<file path="config.mk">
export PLATFORM = sky130hd
export DESIGN_NAME = cbt_top
export DESIGN_NICKNAME = d
export VERILOG_FILES = /design/src/core/cbt_pkg.sv /design/src/core/cbt_top.sv
export VERILOG_INCLUDE_DIRS = /design/src /design/src/core
export SDC_FILE = /design/constraint.sdc
export NUM_CORES = 1
export LEC_CHECK = 0
export BUFFER_PORTS_ARGS = -buffer_cell sky130_fd_sc_hd__buf_2
export CAP_MARGIN = 20
export CORE_MARGIN = 2
export CORE_UTILIZATION = 50
export CTS_CLUSTER_SIZE = 40
export DETAILED_ROUTE_END_ITERATION = 8
export MAX_ROUTING_LAYER = met4
export PLACE_DENSITY = 0.88
export SLEW_MARGIN = 30
export SYNTH_ARGS = -nofsm -noshare
export SYNTH_HDL_FRONTEND = slang
export SYNTH_SLANG_ARGS = --single-unit
</file>
<file path="constraint.sdc">
create_clock -name hclk -period 4.52 [get_ports hclk]
set_clock_uncertainty 0.15 [all_clocks]
set_input_delay 0.452 -clock hclk [delete_from_list [all_inputs] [get_ports hclk]]
set_output_delay 0.452 -clock hclk [all_outputs]
set_load 0.03 [all_outputs]
</file>
<file path="src/core/cbt_cfg.svh">
// Address map, field layout and timing figures of the bit timing block
`ifndef CBT_CFG_SVH
`define CBT_CFG_SVH
`define CBT_OFS_CTRL     4'h0
`define CBT_OFS_TIMING   4'h4
`define CBT_OFS_STATUS   4'h8
`define CBT_MODE_HI      23
`define CBT_MODE_LO      21
`define CBT_MODE_CONFIG  3'h4
`define CBT_MODE_RST     3'h4
`define CBT_WAKE_BIT     22
`define CBT_PH2_HI       18
`define CBT_PH2_LO       16
`define CBT_PH2SEL_BIT   15
`define CBT_TRIPLE_BIT   14
`define CBT_PH1_HI       13
`define CBT_PH1_LO       11
`define CBT_PROP_HI      10
`define CBT_PROP_LO      8
`define CBT_SJW_HI       7
`define CBT_SJW_LO       6
`define CBT_PRE_HI       5
`define CBT_PRE_LO       0
`define CBT_TIMING_MASK  32'h0047_ffff
`define CBT_TIMING_RST   32'h0000_0000
`define CBT_IPT_CODE     3'h1
`define CBT_FILT_NS      160
`define CBT_CLK_NS       40
`define CBT_FILT_CYC     3'((`CBT_FILT_NS + `CBT_CLK_NS - 1) / `CBT_CLK_NS)
`define CBT_STAT_QPB_LO  0
`define CBT_STAT_SEG_LO  8
`define CBT_STAT_BIT     12
`define CBT_STAT_RUN     13
`endif

</file>
<file path="src/core/cbt_pkg.sv">
// Types shared by the bit timing block
package cbt_pkg;
  typedef enum logic [1:0] {
    seg_sync,
    seg_prop,
    seg_ph1,
    seg_ph2
  } cbt_seg_e;

  // Timing strobes and settings seen by the bit stream logic
  typedef struct packed {
    logic       tq_tick;
    logic       bit_start;
    logic       sample_pls;
    logic       bit_val;
    logic       triple_vote_enable;
    logic [1:0] resync_jump_width;
    logic       wake_rx;
  } cbt_timing_s;

  typedef struct packed {
    logic [2:0]  operating_mode_field;
    logic [31:0] timing;
    logic        dp_wr;
    logic        dp_sel;
    logic [3:0]  dp_addr;
    logic [6:0]  presc_cnt;
    logic [2:0]  tq_cnt;
    cbt_seg_e    seg;
    logic [2:0]  samp;
    logic [2:0]  filt_cnt;
    logic [31:0] hrdata;
    cbt_timing_s tim;
  } cbt_state_s;
endpackage : cbt_pkg

</file>
<file path="src/core/cbt_top.sv">
// CAN bit timing configuration register, quantum and segment sequencer
//
// The placing of the registers and the AHB-Lite interface to the registers were left to the implementer.
`timescale 1ns/10ps
`default_nettype none
`include "cbt_cfg.svh"

module cbt_top
(
  // Clock and reset
  input  wire logic               hclk,
  input  wire logic               hresetn,
  // AHB-Lite slave
  input  wire logic               hsel,
  input  wire logic [31:0]        haddr,
  input  wire logic [1:0]         htrans,
  input  wire logic               hwrite,
  input  wire logic [2:0]         hsize,
  input  wire logic               hready,
  input  wire logic [31:0]        hwdata,
  output var  logic [31:0]        hrdata,
  output var  logic               hreadyout,
  output var  logic               hresp,
  // CAN receive line, synchronous to hclk
  input  wire logic               can_rx,
  // Timing strobes and settings
  output var  cbt_pkg::cbt_timing_s timing_out
);

  cbt_pkg::cbt_state_s st_ff;
  cbt_pkg::cbt_state_s nxt_st;

  // Larger of two three-bit codes
  function automatic logic [2:0] max3(input logic [2:0] a,
                                      input logic [2:0] b);
    max3 = (a > b) ? a : b;
  endfunction : max3

  // Phase two code in use for a given timing word
  function automatic logic [2:0] ph2_code(input logic [31:0] t);
    logic [2:0] p1;
    logic [2:0] p2;
    p1 = t[`CBT_PH1_HI:`CBT_PH1_LO];
    p2 = t[`CBT_PH2_HI:`CBT_PH2_LO];
    if (t[`CBT_PH2SEL_BIT])
      ph2_code = (p2 > p1) ? p1 : p2;
    else
      ph2_code = max3(p1, `CBT_IPT_CODE);
  endfunction : ph2_code

  // Majority of three samples
  function automatic logic vote3(input logic [2:0] s);
    vote3 = (s[0] & s[1]) | (s[1] & s[2]) | (s[0] & s[2]);
  endfunction : vote3

  logic        addr_ok;
  logic        in_cfg;
  logic [2:0]  prop_c;
  logic [2:0]  ph1_c;
  logic [2:0]  ph2_c;
  logic [5:0]  pre_c;
  logic [6:0]  presc_top;
  logic [4:0]  qpb;
  logic        tick;
  logic [2:0]  seg_last;
  logic [31:0] wr_t;

  // Field views of the stored timing word
  always_comb
  begin
    prop_c    = st_ff.timing[`CBT_PROP_HI:`CBT_PROP_LO];
    ph1_c     = st_ff.timing[`CBT_PH1_HI:`CBT_PH1_LO];
    ph2_c     = ph2_code(st_ff.timing);
    pre_c     = st_ff.timing[`CBT_PRE_HI:`CBT_PRE_LO];
    // Quantum is 2*(prescaler+1) clocks, so counter wraps at 2p+1
    presc_top = {pre_c, 1'b1};
    in_cfg    = (st_ff.operating_mode_field == `CBT_MODE_CONFIG);
    tick      = !in_cfg && (st_ff.presc_cnt == presc_top);
    // Sync quantum plus each segment code plus one
    qpb       = 5'd4 + 5'(prop_c) + 5'(ph1_c) + 5'(ph2_c);
    addr_ok   = hsel && hready && htrans[1];
  end

  // Last quantum code of the current segment
  always_comb
  begin
    case (st_ff.seg)
      cbt_pkg::seg_sync: seg_last = 3'h0;
      cbt_pkg::seg_prop: seg_last = prop_c;
      cbt_pkg::seg_ph1:  seg_last = ph1_c;
      cbt_pkg::seg_ph2:  seg_last = ph2_c;
      default:           seg_last = 3'h0;
    endcase
  end

  // Incoming timing word with the derived phase two folded in
  always_comb
  begin
    wr_t = hwdata & `CBT_TIMING_MASK;
    if (!wr_t[`CBT_PH2SEL_BIT])
      wr_t[`CBT_PH2_HI:`CBT_PH2_LO] = ph2_code(wr_t);
  end

  // Next state of the whole block
  always_comb
  begin
    nxt_st = st_ff;
    nxt_st.tim.tq_tick    = 1'b0;
    nxt_st.tim.bit_start  = 1'b0;
    nxt_st.tim.sample_pls = 1'b0;

    // Address phase capture; read data prepared for the data phase
    nxt_st.dp_sel = addr_ok;
    nxt_st.dp_wr  = addr_ok && hwrite;
    nxt_st.dp_addr = haddr[3:0];
    nxt_st.hrdata = 32'h0000_0000;
    if (addr_ok && !hwrite)
    begin
      case (haddr[3:0])
        `CBT_OFS_CTRL:
          nxt_st.hrdata[`CBT_MODE_HI:`CBT_MODE_LO] =
            st_ff.operating_mode_field;
        `CBT_OFS_TIMING:
          nxt_st.hrdata = st_ff.timing;
        `CBT_OFS_STATUS:
        begin
          nxt_st.hrdata[`CBT_STAT_QPB_LO +: 5] = qpb;
          nxt_st.hrdata[`CBT_STAT_SEG_LO +: 2] = st_ff.seg;
          nxt_st.hrdata[`CBT_STAT_BIT]         = st_ff.tim.bit_val;
          nxt_st.hrdata[`CBT_STAT_RUN]         = !in_cfg;
        end
        default:
          nxt_st.hrdata = 32'h0000_0000;
      endcase
    end

    // Data phase write; mode write does not gate itself
    if (st_ff.dp_wr)
    begin
      case (st_ff.dp_addr)
        `CBT_OFS_CTRL:
          nxt_st.operating_mode_field =
            hwdata[`CBT_MODE_HI:`CBT_MODE_LO];
        `CBT_OFS_TIMING:
          if (in_cfg)
            nxt_st.timing = wr_t;
        default:
          nxt_st.timing = st_ff.timing;
      endcase
    end

    // Prescaler: one quantum tick per 2*(prescaler+1) clocks
    if (in_cfg || tick)
      nxt_st.presc_cnt = 7'h00;
    else
      nxt_st.presc_cnt = st_ff.presc_cnt + 7'h01;

    // Sequencer is parked at sync while being configured
    if (in_cfg)
    begin
      nxt_st.seg    = cbt_pkg::seg_sync;
      nxt_st.tq_cnt = 3'h0;
    end
    else if (tick)
    begin
      nxt_st.tim.tq_tick = 1'b1;
      // Line sampled once per quantum for the vote history
      nxt_st.samp = {st_ff.samp[1:0], can_rx};
      if (st_ff.tq_cnt == seg_last)
      begin
        nxt_st.tq_cnt = 3'h0;
        case (st_ff.seg)
          cbt_pkg::seg_sync: nxt_st.seg = cbt_pkg::seg_prop;
          cbt_pkg::seg_prop: nxt_st.seg = cbt_pkg::seg_ph1;
          cbt_pkg::seg_ph1:
          begin
            nxt_st.seg = cbt_pkg::seg_ph2;
            nxt_st.tim.sample_pls = 1'b1;
            // Vote uses the two previous quanta and this one
            if (st_ff.timing[`CBT_TRIPLE_BIT])
              nxt_st.tim.bit_val = vote3({st_ff.samp[1:0], can_rx});
            else
              nxt_st.tim.bit_val = can_rx;
          end
          cbt_pkg::seg_ph2:
          begin
            nxt_st.seg = cbt_pkg::seg_sync;
            nxt_st.tim.bit_start = 1'b1;
          end
          default: nxt_st.seg = cbt_pkg::seg_sync;
        endcase
      end
      else
        nxt_st.tq_cnt = st_ff.tq_cnt + 3'h1;
    end

    // Wake path: filtered needs a stable change, else straight through
    if (st_ff.timing[`CBT_WAKE_BIT])
    begin
      if (can_rx == st_ff.tim.wake_rx)
        nxt_st.filt_cnt = 3'h0;
      else if (st_ff.filt_cnt == `CBT_FILT_CYC - 3'h1)
      begin
        nxt_st.filt_cnt    = 3'h0;
        nxt_st.tim.wake_rx = can_rx;
      end
      else
        nxt_st.filt_cnt = st_ff.filt_cnt + 3'h1;
    end
    else
    begin
      nxt_st.filt_cnt    = 3'h0;
      nxt_st.tim.wake_rx = can_rx;
    end

    nxt_st.tim.triple_vote_enable = st_ff.timing[`CBT_TRIPLE_BIT];
    nxt_st.tim.resync_jump_width =
      st_ff.timing[`CBT_SJW_HI:`CBT_SJW_LO];
  end

  // State register; idle line is recessive high
  always_ff @(posedge hclk or negedge hresetn)
  begin
    if (!hresetn)
    begin
      st_ff                      <= '0;
      st_ff.operating_mode_field <= `CBT_MODE_RST;
      st_ff.timing               <= `CBT_TIMING_RST;
      st_ff.seg                  <= cbt_pkg::seg_sync;
      st_ff.samp                 <= 3'h7;
      st_ff.tim.bit_val          <= 1'b1;
      st_ff.tim.wake_rx          <= 1'b1;
    end
    else
      st_ff <= nxt_st;
  end

  // Zero wait states, always OKAY
  assign hreadyout  = 1'b1;
  assign hresp      = 1'b0;
  assign hrdata     = st_ff.hrdata;
  assign timing_out = st_ff.tim;

endmodule : cbt_top
`default_nettype wire

</file>
Word level (Yosys, flattened, before mapping). Index checks and enable logic that the tools add are counted.

Flip-flop bits (word level): 86. Input port bits: 75.

$add $sub $neg: 6. $lt $le $gt $ge: 3. Equality and inequality tests: 13. Mux-type cells: 32. Bitwise operators: 6. Reductions and logical operators: 19.

Operators by type and width (number): $mux W3 (11); $mux W24 (1); $pmux W3 S4 (1); $mux W5 (2); $pmux W5 S2 (1); $eq A4 B3 Y1 const B (2); $logic_not A4 Y1 (2); $mux W4 (2); $mux W8 (1); $pmux W2 S2 (2); $pmux W2 S4 (1); $reduce_and A2 Y1 (4); $add A7 B1 Y7 const B (1); $eq A7 B7 Y1 (1); $mux W7 (1); $add A3 B1 Y3 const B (2); $gt A3 B1 Y1 const B (2); $mux W2 (3); $pmux W3 S2 (1); $add A4 B3 Y5 (1); $add A5 B3 Y5 (1); $logic_and A1 B1 Y1 (5); $mux W1 (5); $add A3 B3 Y4 const A (1); 19 further kinds (25).

Logic depth before layout (Yosys ltp). Gate-level depths: netlist (run 1).

Depth in word-level cells: 8. Mapped depth: 12. Gate-level depth less buffers: 12.

Worst setup path before layout (run 1). OpenSTA, ideal clock, no wires.

Path kind: reg2reg. From: reg st_ff (netlist bit ph1_c[1]). To: reg st_ff (netlist bit hrdata[3]). Arrival: 3284 ps. Setup slack: 954 ps. Cell stages (with the launch flop): 13. Period minus slack after synthesis: 3566 ps. Cells stage by stage: dfrtp_1 -> inv_1 -> ha_1 -> nand2_1 -> o21a_1 -> o21ai_0 -> mux2_2 -> fa_1 -> fa_1 -> ha_1 -> fa_1 -> a22oi_1 -> nor2_1.

RTL lines: start, declared (line cbt_top.sv:30) `cbt_pkg::cbt_state_s st_ff;`; start signal, assigned (line cbt_top.sv:235) `st_ff <= nxt_st;`.

==> results of run 1 <==
## stage by stage
stage	setup WS, ns	instance area, um2	cells
finish	0.571	4170	507
global placement	0.715	3940	490
global route	0.370	4170	507
floorplan	0.954	3840	377
CTS	0.601	4170	507
detailed placement	0.615	3940	490
## final cells by class
type                    instances  area share
multi-input cells             239       0.373
clock inverters                 6      0.0219
clock buffers                  10      0.0306
repair buffers                 66      0.0822
well taps                      99      0.0297
flip-flops and latches         75       0.451
inverters                      12      0.0108
## worst reg2reg max path: cells and delay by family, from the launching register on
family / cells / cell delay, ns
DFF: 1 / 0.50
buffers and inverters: 1 / 0.14
muxes: 1 / 0.37
and+or+nand+nor: 2 / 0.16
adders and majority gates: 5 / 1.92
AOI/OAI and AO/OA: 3 / 0.55
## sequential cells by signal (all words and copies together) (netlist names)
signal and count:
timing_out 8, st_ff 30, hrdata 22, ph1_c 3
prop_c 3, nxt_st 3, pre_c 6
## worst paths after layout
path                           start             to  cells past startpoint
hold reg to reg            nxt_st[2]  timing_out[2]                      0
max in group asynchronous    hresetn      st_ff[55]                      3
hold / removal              haddr[3]      st_ff[61]                      1
min in group asynchronous    hresetn      st_ff[41]                      2
setup reg to reg            ph1_c[1]      hrdata[3]                     12
setup / recovery            ph1_c[1]      hrdata[3]                     12
## synthesized netlist by cell type, types with 4 or more instances
cell      number
xnor2_1        6
dfrtp_1       70
buf_4         42
xor2_1         7
mux2_2         8
inv_1         12
fa_1           4
mux2i_1        4
and2_1        13
nand2_1       55
clkbuf_1       8
and3_1         4
ha_1          13
nor2_1        30
o21ai_0       11
nand3_1        7
dfstp_2        5
nor2b_1        5
a21oi_1        6
a22oi_1       12
## metal layers
layer | wire length, um | share of wire
met1 | 3230 | 0.43
met2 | 3710 | 0.50
met3 | 378 | 0.051
met4 | 131 | 0.018
met5 | 0 | 0
## power by group through the flow
stage	Combinational, W	Clock [W]	Sequential [W]
2_1_floorplan	0.000161	0	0.000770
3_3_place_gp	0.000193	0	0.000778
3_5_place_dp	0.000204	0	0.000783
4_1_cts	0.000206	0.000573	0.000770
5_1_grt	0.000227	0.000600	0.000775
6_report	0.000204	0.000558	0.000770
## logic make-up after synthesis
family | Yosys count
adders and majority gates | 17
muxes | 12
xor gates and xnor gates | 13
buffers and inverters | 63
other | 2
AOI/OAI and AO/OA | 46
and+or+nand+nor | 139
DFF | 75
## repair_timing
| action | 4_1_cts | 5_1_grt |
|---|---|---|
| setup buffers | 0 | 0 |
| hold endpoints to repair | 26 | 0 |
| hold buffers | 1 | 0 |
| setup endpoints to repair | 0 | 0 |
==> impl_metrics.tcl, run 1 <==
set metrics [dict create \
    outcome "completed" \
    drv_slew 0 \
    synth_edf_count 0 \
    grt_pass1_vias 2686 \
    clkPwrFrac 0.364 \
    regArea_mm2 0.00188 \
    power_density_mw_per_mm2 367 \
    synth-xor-area-share 0.0300 \
    vias 2688 \
    hpwl_um 5540 \
    synth.top_cell.area_share 0.461 \
    grt-ovfl-total 0 \
    start_kind "flop" \
    post-route-min-period_ns 3.95 \
    cts_buffer_depth 2 \
    initial_core_util 0.521 \
    p_switching_w 0.000409 \
    mostFrequentLayoutCells "70 x dfrtp_1, 62 x buf_2, 55 x nand2_1, 30 x nor2_1" \
    cp_slowest_cell "dfrtp_1" \
    place.gp.congestion 0.901 \
    ir_drop_mv 0.151 \
    multi_input_area_mm2 0.00156 \
    p_total_w 0.00153 \
    dr.pass1.iters 5 \
    whs_ns 0.102 \
    arrival_ns 4.02 \
    cp_top_family "adder cells" \
    drt-total-wl_um 7450 \
    worstMarginPinSlew_ns 0.893 \
    power_frac_seq 0.503 \
    placementRows 31 \
    ios 117 \
    yosysTopAreaCell "dfrtp_1" \
    die_h_um 91.2 \
    grt_max_degree 48 \
    syn_area_per_cell_um2 10.4 \
    post-route-period-util 0.874 \
    die_area_mm2 0.00831 \
    met1_usage 0.250 \
    synth_top_family_by_area "simple AND/OR/NAND/NOR gates" \
    crit_chain "inv_1, ha_1, nand2_1, o21a_1, o21ai_0, mux2_2, fa_1, fa_1, ha_1, fa_1, a22oi_1, nor2_1" \
    synth_area_mm2 0.00380 \
    swShare 0.267 \
    cts_buffers 9 \
    worst-path-buf-inv 1 \
    rrSetupSlack_ns 0.57 \
    rsz0062_at_grt "no" \
    setup-tns-final_ns 0 \
    crit_fanout 6 \
    pwr-share-comb 0.133 \
    vias_per_cell 5.30 \
    coreArea_mm2 0.00729 \
    synthArstFlopShare 1.00 \
    cts-root-buf "clkbuf_8" \
    path_class "reg2reg" \
    nets 495 \
    final-hold-violation-count 0 \
    worst_hold_path_type "in2reg" \
    layout_commonest_cell "dfrtp_1" \
    grt_use_total 0.200 \
    num_antenna_cells 0 \
    synthCells 367 \
    crit_path_end_kind "flop" \
    gr-usage-met3 0.0564 \
    ys_ff_latch 75 \
    cts.clk_slew.worst_paths_ns 0.08 \
    antenna_left 0 \
    synth_mux_area_frac 0.0343 \
    critical-path-max-stage-delay_ns 0.50 \
    finish.utilization 0.572 \
    grt_pass1_wl_um 12700 \
    clock_latency_ns 0.35 \
    timing.critical_path.mode_cell "fa_1" \
    cts_tree "built" \
    numPortBuffers 62 \
    grt-busiest-layer "met2" \
    synth_simple_gate_area_frac 0.185 \
    cts.sinks 75 \
    cts_resized 0 \
    cp_data_required_time_ns 4.59 \
    synthFlopType "dfrtp_1" \
    met2_usage 0.315 \
    max_cap_viol_count 0 \
    fillCellCount 675 \
    h-tree-depth 3 \
    antenna_found_initial 0 \
    synth-seq-area-share 0.496 \
    drt_iter0_markers 171 \
    synthTopCellsByArea "dfrtp_1 46%, buf_4 8.3%, nand2_1 5.4%, ha_1 4.3%, dfstp_2 3.5%" \
    area_growth_pct 9.82 \
    leakagePower_nw 1.98 \
    drive_gt1_frac 0.252 \
    synth_compound_area_frac 0.0847 \
    wl_per_cell_um 14.7 \
    timing.fmax_mhz 253 \
    intPower_w 0.00112 \
    synth-adder-area-share 0.0639 \
    yosysWarnings 0 \
    netlist-cell-type-count 54 \
    relSlewSlack 0.405 \
    die_width_um 91.2 \
    setup_viol 0 \
    drc 0 \
]
Note: power is estimated with default switching activity, not from simulation.
==> inputs of run 2 (changes only) <==
ABC_AREA = 1   (was not set)
==> run 2 against run 1 <==
Against the previous run: critical path depth grew 2; worst setup slack gained 0.42 ns; non-clock buffer count decreased by 1; clock power up 13%; hold slack got worse by 0.026 ns; first-iteration DRC count is 40% lower; highest routed layer unchanged.
==> impl_metrics.tcl, run 2 <==
set metrics [dict create \
    clkPwrFrac 0.345 \
    die_width_um 91.5 \
    setup-tns-final_ns 0 \
    vias 2615 \
    outcome "completed" \
    rsz0062_at_grt "no" \
    crit_path_end_kind "flop" \
    die_area_mm2 0.00837 \
    drc 0 \
    post-route-period-util 0.781 \
    layout_commonest_cell "dfrtp_1" \
    crit_fanout 4 \
    largest_register "st_ff" \
    final-hold-violation-count 0 \
    swShare 0.304 \
    placementRows 31 \
    power_frac_seq 0.442 \
    synthFlopType "dfrtp_1" \
    cts-root-buf "clkbuf_8" \
    initial_core_util 0.522 \
    synthCells 394 \
    wl_per_cell_um 13.4 \
    syn_area_per_cell_um2 9.71 \
    synth_edf_count 0 \
    worstMarginPinSlew_ns 0.671 \
    yosysMostFrequentCell "dfrtp_1" \
    ios 117 \
    power_density_mw_per_mm2 432 \
    ir_drop_mv 0.236 \
    dr.pass1.iters 4 \
    cts.clk_slew.worst_paths_ns 0.08 \
    antenna_left 0 \
    netlist-cell-type-count 38 \
    die_h_um 91.5 \
    min_from "haddr[1]" \
    timing.fmax_mhz 283 \
    drive_gt1_frac 0.283 \
    grt_use_total 0.189 \
    nets 525 \
    post-route-min-period_ns 3.53 \
    path_class "reg2reg" \
    cp_data_required_time_ns 4.64 \
    p_switching_w 0.000556 \
    ys_ff_latch 75 \
    holdPathEnd "st_ff[59]" \
    finalWorstSetupSlack_ns 0.990 \
    r2r_cells 14 \
    grt_pass1_wl_um 12000 \
    clock_latency_ns 0.36 \
    synth_area_mm2 0.00383 \
    grt-ovfl-total 0 \
    drt_iter0_markers 103 \
    place.gp.congestion 0.901 \
    pwr-share-comb 0.212 \
    start_kind "flop" \
    yosysTopAreaCell "dfrtp_1" \
    finish.utilization 0.578 \
    fillCellCount 608 \
    grt_pass1_vias 2612 \
    worst_hold_path_type "in2reg" \
    synthTopCellsByCount "70 x dfrtp_1, 64 x nand2_1, 47 x inv_1" \
    cts_buffers 9 \
    place_ws_ns 1.03 \
    mostFrequentLayoutCells "70 x dfrtp_1, 64 x nand2_1, 61 x buf_2, 47 x inv_1, 20 x nand3_1" \
    rrSetupSlack_ns 0.99 \
    intPower_w 0.00127 \
    placedCellCount 519 \
    synth-seq-area-share 0.492 \
    numPortBuffers 62 \
    hpwl_um 5320 \
    largest_reg_flops 30 \
    cts_tree "built" \
    num_antenna_cells 0 \
    synthArstFlopShare 1.00 \
    h-tree-depth 3 \
    antenna_found_initial 0 \
    synthTopCellsByArea "dfrtp_1 46%, buf_4 8.2%, nand2_1 6.3%, inv_1 4.6%, ha_1 4.3%" \
    drt-total-wl_um 7210 \
    coreArea_mm2 0.00733 \
    setup_viol 0 \
    leakagePower_nw 2.19 \
    cts_buffer_depth 2 \
    cts.sinks 75 \
    timing.rr.start "ph1_c[2]" \
    cts_resized 0 \
    grt_max_degree 51 \
    area_growth_pct 10.8 \
    synth.top_cell.area_share 0.458 \
    drv_slew 0 \
    reg2reg_to "hrdata[3]" \
    min_delay_path_depth 1 \
    stdcell_count 537 \
    vias_per_cell 4.87 \
    arrival_ns 3.65 \
    relSlewSlack 0.551 \
    max_cap_viol_count 0 \
    yosysWarnings 0 \
]
[run 2: worst max-delay path: stages, from the launching register on]
cell and delay [ns]:
dfrtp_1 0.42, inv_1 0.12, ha_1 0.33, a21oi_2 0.21
nand2_2 0.08, nand2_2 0.08, nand3_1 0.12, nand2_1 0.10
inv_1 0.05, fa_1 0.38, fa_1 0.47, ha_1 0.22
fa_1 0.48, nand2_1 0.05, a21oi_1 0.18
[run 2: worst max path at each step]
stage                         from  slack (ns)  depth (start not counted)         to
after floorplan           ph1_c[2]        1.35                         14  hrdata[3]
after global placement    ph1_c[1]        1.06                         14  hrdata[3]
after detailed placement  ph1_c[2]        1.03                         14  hrdata[3]
after CTS                 ph1_c[2]        0.98                         14  hrdata[3]
after global routing      ph1_c[2]        0.81                         14  hrdata[3]
final                     ph1_c[2]        0.99                         14  hrdata[3]
[run 2: per-layer routing]
layer	track usage	vias to the layer above	share of wire
li1	-	1284	-
met1	0.236	1227	0.45
met2	0.289	94	0.47
met3	0.0589	10	0.069
met4	0.0707	0	0.017
met5	-	-	0
[run 2: metrics by stage]
step | cell area, um2 | hold WS, ns | total power [W]
finish | 4240 | 0.0764 | 0.00183
global route | 4240 | 0.0620 | 0.00193
CTS | 4230 | 0.0606 | 0.00185
detailed placement | 3970 | 0.236 | 0.00120
global placement | 3970 | 0.222 | 0.00118
floorplan | 3860 | 0.00641 | 0.00112
[run 2: power groups by stage]
stage | Combinational [W] | Sequential, W | Clock, W
floorplan | 0.000312 | 0.000804 | 0
global placement | 0.000366 | 0.000816 | 0
detailed placement | 0.000384 | 0.000820 | 0
CTS | 0.000391 | 0.000809 | 0.000647
global route | 0.000446 | 0.000818 | 0.000669
finish | 0.000388 | 0.000810 | 0.000633
[run 2: cells by family after synthesis]
kind of cell	Yosys count	share of synthesized area
buf+inv	97	0.137
fa+ha+maj	17	0.0634
flops	75	0.492
mux	14	0.0412
xor+xnor	9	0.0206
simple gates	143	0.190
compound gates	37	0.0540
other cells	2	0.00196
[run 2: layout make-up]
type                            count  area (um2)  share of cell area
Clock buffer                       11         141              0.0334
Clock inverter                      5         108              0.0254
Inverter                           50         188              0.0443
Multi-Input combinational cell    232        1460               0.344
Sequential cell                    75        1880               0.444
Tap cell                           99         124              0.0292
Timing Repair Buffer               65         338              0.0797
[run 2: timing repair]
action	CTS	global route
endpoints found under the hold margin	44	0
buffers inserted	0	0
hold buffers	1	0
